===== src/include/can_tx_defs.vh =====
// can_tx_defs.vh: register offsets, field positions, reset values for the tx block
// assumes byte addressing on a 32-bit classic wishbone bus
`ifndef CAN_TX_DEFS_VH
`define CAN_TX_DEFS_VH

`define NUM_BUF 16
`define HIST_DEPTH 7
`define ABT_LAST 4'h7

// per-buffer registers: base + 4*buffer
`define OFF_CFG_BASE 8'h00
`define OFF_ID_BASE 8'h40
`define OFF_CTRL_BASE 8'h80
// global registers
`define OFF_INT_STATUS 8'hC0
`define OFF_INT_ENABLE 8'hC4
`define OFF_LAST_OUT 8'hC8
`define OFF_HIST_GET 8'hCC
`define OFF_ABT_CTRL 8'hD0
`define OFF_TX_STATE 8'hD4

// config register fields
`define CFG_IN_USE 0
`define CFG_TYPE_LO 1
`define CFG_TYPE_HI 3
`define CFG_RTR 4
`define CFG_IDE 5
`define TYPE_TX 3'h0

// control register fields
`define CTRL_TRQ 0
`define CTRL_RDY 1
`define CTRL_IE 2

// history get register fields
`define GET_MATCH 8
`define GET_OVF 9

// abt control field
`define ABT_MODE 0
`define ABT_TRIG 1

`define PTR_RESET 3'h0

`endif


===== src/logic/can_tx_priority_history.v =====
// can_tx_priority_history.v: tx search, completion flags and tx history list
// assumes a protocol engine next to it that takes tx_start_o and reports done/abort
//
// Behaviour
// candidate needs in-use, tx type, ready, request
// search sends highest priority pending buffer
// new higher request wins; started frame finishes
// lowest id bits 28..18 wins first
// standard data frame beats remote and extended
// standard identifier beats extended identifier
// extended ties broken by lowest id 17..0
// identical identifiers: lowest buffer number wins
// block trigger requests one buffer of 0..7
// success clears sender's request flag
// success sets done status if buffer enabled
// irq needs global and buffer enable
// software clears ready before editing buffer
// seven-entry history with write, read pointers
// history contents undefined after mode change
// last-out reads entry before write pointer
// record buffer number, then advance write pointer
// get read returns oldest, advances read pointer
// match set when pointers equal, cleared on record
// overflow at write equals read minus one
// overflow sticky; match kept while overflow set
// block group data frames not recorded
// pointers wrap modulo seven
`timescale 1ns/100ps
`include "can_tx_defs.vh"

module can_tx_priority_history (
    input wire clk_i,
    input wire rst_i,
    input wire cyc_i,
    input wire stb_i,
    input wire we_i,
    input wire [7:0] adr_i,
    input wire [3:0] sel_i,
    input wire [31:0] dat_i,
    output reg [31:0] dat_o,
    output reg ack_o,
    output reg tx_start_o,
    output reg [3:0] tx_buf_o,
    output reg [28:0] tx_id_o,
    output reg tx_ide_o,
    output reg tx_rtr_o,
    input wire tx_done_i,
    input wire tx_abort_i,
    output reg tx_done_irq_o
);

    localparam ST_IDLE = 2'h0;
    localparam ST_SEARCH = 2'h1;
    localparam ST_BUSY = 2'h2;

    reg [5:0] cfg_q [0:15];
    reg [28:0] id_q [0:15];
    reg [2:0] ctrl_q [0:15];
    reg [3:0] hist_q [0:6];
    reg [2:0] wr_ptr_q;
    reg [2:0] rd_ptr_q;
    reg match_q;
    reg ovf_q;
    reg done_status_q;
    reg irq_en_q;
    reg abt_mode_q;
    reg abt_trig_q;
    reg [2:0] abt_ptr_q;
    reg [1:0] state_q;
    reg [3:0] cur_q;

    wire req = cyc_i & stb_i & ~ack_o;
    wire wr = req & we_i & sel_i[0];
    wire rd = req & ~we_i;
    wire [3:0] idx = adr_i[5:2];
    wire [1:0] grp = adr_i[7:6];

    // write decodes per register group
    wire wr_cfg = wr && (grp == 2'h0);
    wire wr_id = wr && (grp == 2'h1);
    wire wr_ctrl = wr && (grp == 2'h2);
    wire wr_status = wr && (adr_i == `OFF_INT_STATUS);
    wire wr_ienable = wr && (adr_i == `OFF_INT_ENABLE);
    wire wr_abt = wr && (adr_i == `OFF_ABT_CTRL);
    wire wr_get = wr && (adr_i == `OFF_HIST_GET);

    // candidate flags per buffer
    wire [15:0] cand;
    genvar g;
    generate
        for (g = 0; g < 16; g = g + 1) begin : g_cand
            assign cand[g] = cfg_q[g][`CFG_IN_USE]
                & (cfg_q[g][`CFG_TYPE_HI:`CFG_TYPE_LO] == `TYPE_TX)
                & ctrl_q[g][`CTRL_RDY] & ctrl_q[g][`CTRL_TRQ];
        end
    endgenerate

    // priority key: lower wins
    function [30:0] prio_key;
        input [28:0] id;
        input ide;
        input rtr;
        begin
            // std data < std remote < ext data < ext remote, then ext low bits
            if (ide)
                prio_key = {id[28:18], 1'b1, rtr, id[17:0]};
            else
                prio_key = {id[28:18], 1'b0, rtr, 18'h0};
        end
    endfunction

    reg best_ok;
    reg [3:0] best_buf;
    reg [30:0] best_key;
    reg [30:0] k;
    integer i;
    always @* begin
        best_ok = 1'b0;
        best_buf = 4'h0;
        best_key = 31'h0;
        k = 31'h0;
        for (i = 0; i < 16; i = i + 1) begin
            k = prio_key(id_q[i], cfg_q[i][`CFG_IDE], cfg_q[i][`CFG_RTR]);
            // strict compare keeps lowest buffer number on ties
            if (cand[i] && (!best_ok || k < best_key)) begin
                best_ok = 1'b1;
                best_buf = i[3:0];
                best_key = k;
            end
        end
    end

    wire cur_ie = ctrl_q[cur_q][`CTRL_IE];
    wire cur_abt = abt_mode_q && (cur_q <= `ABT_LAST);
    wire [2:0] wr_inc = (wr_ptr_q == 3'h6) ? 3'h0 : wr_ptr_q + 3'h1;
    wire [2:0] rd_inc = (rd_ptr_q == 3'h6) ? 3'h0 : rd_ptr_q + 3'h1;
    wire [2:0] rd_dec = (rd_ptr_q == 3'h0) ? 3'h6 : rd_ptr_q - 3'h1;
    wire [2:0] wr_dec = (wr_ptr_q == 3'h0) ? 3'h6 : wr_ptr_q - 3'h1;
    wire success = (state_q == ST_BUSY) && tx_done_i;
    wire record = success && !(cur_abt && !cfg_q[cur_q][`CFG_RTR]);
    wire get_rd = rd && (adr_i == `OFF_HIST_GET);
    wire ovf_clr = wr_get && !dat_i[`GET_OVF];

    // overflowed list rewrites the newest entry
    wire [2:0] hist_wa = ovf_q ? wr_dec : wr_ptr_q;

    // block trigger request for the buffer at the block pointer
    wire abt_set = abt_mode_q && abt_trig_q && (state_q == ST_IDLE)
        && !ctrl_q[abt_ptr_q][`CTRL_TRQ] && ctrl_q[abt_ptr_q][`CTRL_RDY];

    // control write to the buffer on the wire
    wire ctrl_hold = (state_q == ST_BUSY) && (cur_q == idx);

    // completion interrupt condition
    wire irq_fire = success && cur_ie && irq_en_q;

    // global register read data
    reg [31:0] glob_rdata;
    always @* begin
        glob_rdata = 32'h0;
        case (adr_i)
            `OFF_INT_STATUS: glob_rdata = {31'h0, done_status_q};
            `OFF_INT_ENABLE: glob_rdata = {31'h0, irq_en_q};
            `OFF_LAST_OUT: glob_rdata = {28'h0, hist_q[wr_dec]};
            `OFF_HIST_GET: glob_rdata = {22'h0, ovf_q, match_q, 4'h0,
                hist_q[rd_ptr_q]};
            `OFF_ABT_CTRL: glob_rdata = {30'h0, abt_trig_q, abt_mode_q};
            `OFF_TX_STATE: glob_rdata = {26'h0, state_q, cur_q};
            default: glob_rdata = 32'h0;
        endcase
    end

    // read mux
    reg [31:0] rdata;
    always @* begin
        rdata = 32'h0;
        case (grp)
            2'h0: rdata = {26'h0, cfg_q[idx]};
            2'h1: rdata = {3'h0, id_q[idx]};
            2'h2: rdata = {29'h0, ctrl_q[idx]};
            default: rdata = glob_rdata;
        endcase
    end

    always @(posedge clk_i) begin
        if (rst_i) begin
            ack_o <= 1'b0;
            dat_o <= 32'h0;
        end else begin
            ack_o <= req;
            dat_o <= rd ? rdata : 32'h0;
        end
    end

    // buffer registers and request handling
    integer b;
    always @(posedge clk_i) begin
        if (rst_i) begin
            for (b = 0; b < 16; b = b + 1) begin
                cfg_q[b] <= 6'h0;
                id_q[b] <= 29'h0;
                ctrl_q[b] <= 3'h0;
            end
        end else begin
            if (wr_cfg)
                cfg_q[idx] <= dat_i[5:0];
            if (wr_id)
                id_q[idx] <= dat_i[28:0];
            // ready may be held while the buffer is on the wire
            if (wr_ctrl) begin
                if (ctrl_hold)
                    ctrl_q[idx] <= {dat_i[2], 1'b1, dat_i[0]};
                else
                    ctrl_q[idx] <= dat_i[2:0];
            end
            // block trigger sets request of one buffer only
            if (abt_set)
                ctrl_q[abt_ptr_q][`CTRL_TRQ] <= 1'b1;
            if (success)
                ctrl_q[cur_q][`CTRL_TRQ] <= 1'b0;
        end
    end

    // search and transmit sequencing
    always @(posedge clk_i) begin
        if (rst_i) begin
            state_q <= ST_IDLE;
            cur_q <= 4'h0;
            tx_start_o <= 1'b0;
            tx_buf_o <= 4'h0;
            tx_id_o <= 29'h0;
            tx_ide_o <= 1'b0;
            tx_rtr_o <= 1'b0;
        end else begin
            tx_start_o <= 1'b0;
            case (state_q)
                ST_IDLE: begin
                    if (|cand)
                        state_q <= ST_SEARCH;
                end
                ST_SEARCH: begin
                    // fresh search each time picks newest winner
                    if (best_ok) begin
                        cur_q <= best_buf;
                        tx_buf_o <= best_buf;
                        tx_id_o <= id_q[best_buf];
                        tx_ide_o <= cfg_q[best_buf][`CFG_IDE];
                        tx_rtr_o <= cfg_q[best_buf][`CFG_RTR];
                        tx_start_o <= 1'b1;
                        state_q <= ST_BUSY;
                    end else begin
                        state_q <= ST_IDLE;
                    end
                end
                ST_BUSY: begin
                    // started frame runs to its end
                    if (tx_done_i || tx_abort_i)
                        state_q <= ST_IDLE;
                end
                default: state_q <= ST_IDLE;
            endcase
        end
    end

    // completion status, interrupt, block mode control
    always @(posedge clk_i) begin
        if (rst_i) begin
            done_status_q <= 1'b0;
            irq_en_q <= 1'b0;
            tx_done_irq_o <= 1'b0;
            abt_mode_q <= 1'b0;
            abt_trig_q <= 1'b0;
            abt_ptr_q <= 3'h0;
        end else begin
            tx_done_irq_o <= irq_fire;
            if (wr_status && dat_i[0])
                done_status_q <= 1'b0;
            // set wins over a clear in the same cycle
            if (success && cur_ie)
                done_status_q <= 1'b1;
            if (wr_ienable)
                irq_en_q <= dat_i[0];
            if (wr_abt) begin
                abt_mode_q <= dat_i[`ABT_MODE];
                abt_trig_q <= dat_i[`ABT_TRIG];
            end
            if (success && cur_abt) begin
                abt_ptr_q <= abt_ptr_q + 3'h1;
                if (cur_q == `ABT_LAST)
                    abt_trig_q <= 1'b0;
            end
        end
    end

    // history list; contents left unreset
    always @(posedge clk_i) begin
        if (record)
            hist_q[hist_wa] <= cur_q;
    end

    // history pointer and flag next values
    reg [2:0] wr_ptr_d;
    reg [2:0] rd_ptr_d;
    reg match_d;
    reg ovf_d;
    always @* begin
        wr_ptr_d = wr_ptr_q;
        rd_ptr_d = rd_ptr_q;
        match_d = match_q;
        ovf_d = ovf_q;
        if (ovf_clr)
            ovf_d = 1'b0;
        // full list stops advancing; match kept while overflowed
        if (record && !ovf_q) begin
            wr_ptr_d = wr_inc;
            match_d = 1'b0;
            if (wr_inc == rd_dec)
                ovf_d = 1'b1;
        end
        if (get_rd && !match_q) begin
            rd_ptr_d = rd_inc;
            match_d = (rd_inc == wr_ptr_d);
        end
    end

    always @(posedge clk_i) begin
        if (rst_i) begin
            wr_ptr_q <= `PTR_RESET;
            rd_ptr_q <= `PTR_RESET;
            match_q <= 1'b1;
            ovf_q <= 1'b0;
        end else begin
            wr_ptr_q <= wr_ptr_d;
            rd_ptr_q <= rd_ptr_d;
            match_q <= match_d;
            ovf_q <= ovf_d;
        end
    end

endmodule


===== config.mk =====
export PLATFORM = sky130hd
export DESIGN_NAME = can_tx_priority_history
export DESIGN_NICKNAME = d
export VERILOG_FILES = /design/src/logic/can_tx_priority_history.v
export VERILOG_INCLUDE_DIRS = /design/src /design/src/include
export SDC_FILE = /design/constraint.sdc
export NUM_CORES = 2
export LEC_CHECK = 0
export BUFFER_PORTS_ARGS = -buffer_cell sky130_fd_sc_hd__buf_2
export CAP_MARGIN = 30
export CORE_MARGIN = 2
export CORE_UTILIZATION = 60
export DETAILED_ROUTE_END_ITERATION = 8
export PLACE_DENSITY = 0.84
export SLEW_MARGIN = 20
export SYNTH_ARGS = -nofsm -noshare
export SYNTH_HDL_FRONTEND = slang
export SYNTH_SLANG_ARGS = --single-unit

===== constraint.sdc =====
create_clock -name clk_i -period 61.9 [get_ports clk_i]
set_input_delay 3.095 -clock clk_i [delete_from_list [all_inputs] [get_ports clk_i]]
set_output_delay 3.095 -clock clk_i [all_outputs]
set_load 0.01 [all_outputs]

==> flow_metrics.py <==
metrics = {
    "flow_run": {
        "cap_violations": 0,
    },
    "global_route": {
        "antenna_found_initial": 27,
        "track_usage_pct": 42.5,
        "grt_pass1_vias": 44800,
        "grt_overflow": 0,
        "grt_max_degree": 80,
        "grt_pass1_wl_um": 295000,
    },
    "critical_path": {
        "worst_path_max_delay_cell": "o41ai_1",
        "crit_path_max_fanout": 61,
        "cp-start-kind": "flop",
        "critical_path_arrival_ps": 56320,
        "end_kind": "flop",
        "r2r_cells": 232,
        "path_depth": 232,
        "r2r-start": "cfg_q[0][1]",
        "path_common_cell": "a21oi_1",
        "cp.required_ps": 62490,
        "cp_num_buf_inv": 26,
        "max_stage_delay_ps": 950,
        "cp-startpoint": "cfg_q[0][1]",
        "worstSetupPathType": "reg2reg",
        "path_delay_family": "compound AO/OA/AOI/OAI gates",
    },
    "timing": {
        "worstMarginPinSlew_ps": 1130,
        "setup_violations": 0,
        "hold_viol_final": 0,
        "rsz0062_at_grt": "false",
        "period_share_pct": 90.0,
        "slew-limit-headroom_pct": 24.8,
        "drv_slew": 0,
        "fmax_mhz": 17.9,
        "finalCriticalPeriod_ps": 55730,
        "skew_ps": 39.4,
        "final.setup.tns_ps": 0,
    },
    "yosys": {
        "synth.avg_cell_area_um2": 9.83,
        "ys_seq_area_share_pct": 37.7,
        "synth_cells": 5660,
        "synth_edf_count": 636,
        "syn_area_um2": 55700,
        "yosysUniqueCellTypes": 103,
        "synth_seq_cells": 730,
        "postSynth.asyncResetShare_pct": 0,
        "yosys_warnings": 0,
        "synth_flop_cell": "edfxtp_1",
    },
    "die": {
        "pin_count": 121,
        "dieHeight_um": 309,
        "fp-row-count": 111,
        "die-area_um2": 95200,
        "start_util_pct": 60.6,
        "die_w_um": 309,
        "core_area_um2": 91800,
    },
    "clocking": {
        "holdBufCountCts": 0,
        "clk_pin_slew_ps": 60,
        "cts_setup_buffers": 0,
        "cts_buffer_depth": 3,
        "post_cts_resized": 0,
        "cts_tree": "yes",
        "clk_latency_ps": 700,
        "cts_inserted_buffers": 84,
        "cts_root_buf": "clkbuf_16",
        "htreeDepth": 3,
        "cts.sinks": 730,
    },
    "power_and_ir_drop": {
        "p_leak_nw": 23.9,
        "p_per_area_nw_per_um2": 21.6,
        "ir_worst_vdd_uv": 30.0,
    },
    "detailed_routing": {
        "vias": 47900,
        "wl_per_cell_um": 29.5,
        "postRouteAntennaNets": 0,
        "remaining_drc_errors": 0,
        "vias_per_cell": 6.92,
        "routed_wl_um": 204000,
        "dr.pass1.iters": 9,
        "drt-initial-drc-count": 7595,
    },
    "outcome": {
        "status": "finished clean",
    },
    "cells_and_area": {
        "final_common_cell": "and2_1",
        "final_core_utilization_pct": 65.7,
        "drive_gt1_share_pct": 13.1,
        "area_growth_pct": 8.28,
        "final_nets": 6091,
        "layout_common_cells": "and2_1, edfxtp_1, ha_1",
    },
    "hold_path": {
        "min_path_cells": 1,
        "hold_class": "reg2reg",
        "hold_start": "tx_id_o[24]",
    },
    "placement": {
        "hpwl_um": 154000,
        "port_buffers": 111,
        "gp_congestion": 1.02,
    },
}
==> flip-flops by register name, summed over array words and instances (netlist names), named ones only <==
signal,flops
id_q,464
cfg_q,96
ctrl_q,48
dat_o,29
tx_id_o,29
hist_q,28
cur_q,4
abt_ptr_q,3
rd_ptr_q,3
wr_ptr_q,3
state_q,2
abt_mode_q,1
abt_trig_q,1
ack_o,1
done_status_q,1
irq_en_q,1
match_q,1
ovf_q,1
tx_done_irq_o,1
tx_ide_o,1
tx_rtr_o,1
tx_start_o,1
==> cells in the mapped netlist, types with 51 or more instances <==
library cell | n | area, um2
inv_1 | 169 | 634
dfxtp_1 | 94 | 1880
nand3_1 | 121 | 606
edfxtp_1 | 636 | 19100
a21o_1 | 116 | 871
and2_1 | 826 | 5170
nand4_1 | 104 | 651
mux2_2 | 51 | 574
clkbuf_1 | 290 | 1090
nor3_1 | 61 | 305
or2_2 | 69 | 432
nand2_1 | 411 | 1540
ha_1 | 452 | 5660
a21oi_1 | 411 | 2060
nor2_1 | 456 | 1710
nor2b_1 | 77 | 482
mux2i_1 | 191 | 1910
mux4_2 | 204 | 4590
o21ai_0 | 280 | 1400
==> layout make-up <==
type	instances	area, um2
clock inverter	46	572
timing repair buffer	207	1350
sequential	730	21000
inverter	169	634
clock buffer	110	2310
antenna	15	37.5
multi-input combinational	4396	32800
tap	1243	1560
fill	7097	31500
==> cells by family after synthesis <==
kind of cell	after synthesis	share of synthesized area, %
compound gates	1195	13.8
xor+xnor	11	0.173
fa+ha+maj	453	10.2
buf+inv	536	3.71
flops	730	37.7
mux	447	12.7
other cells	1	0.00674
simple gates	2287	21.7
==> through the flow <==
stage                     power [W]  area [um2]  setup WS [ps]  cells  hold WS (ps)
after detailed placement   0.000763       57300           7950   6740           457
after global placement     0.000758       57200           7910   6733           447
after floorplan            0.000690       55700          19050   5662           462
after global routing        0.00133       60300           3710   6910           490
final                       0.00130       60300           6170   6916           468
after CTS                   0.00129       60200           7620   6896           470
==> metal layers <==
metal | GRT usage [%] | share of wire, % | up-vias
met5 | 0.152 | 0.11 | -
met4 | 24.5 | 6.8 | 20
met3 | 17.3 | 17 | 605
met2 | 57.6 | 39 | 3561
met1 | 57.1 | 37 | 22900
li1 | - | - | 20800
==> path summary, 6_finish.rpt <==
check / to / slack (ps)
worst min register to register: tx_id_o[24] / 470
worst min-delay path: tx_id_o[24] / 470
worst max-delay path: tx_id_o[28] / 6170
worst max register to register: tx_id_o[28] / 6170
==> power breakdown <==
group / leakage (nW) / total (W) / switching, W / internal, W
combinational: 15.3 / 0.000196 / 0.000124 / 0.0000713
clock: 1.41 / 0.000536 / 0.000222 / 0.000314
sequential: 7.17 / 0.000571 / 0.0000204 / 0.000550
(Power assumes the default switching activity.)
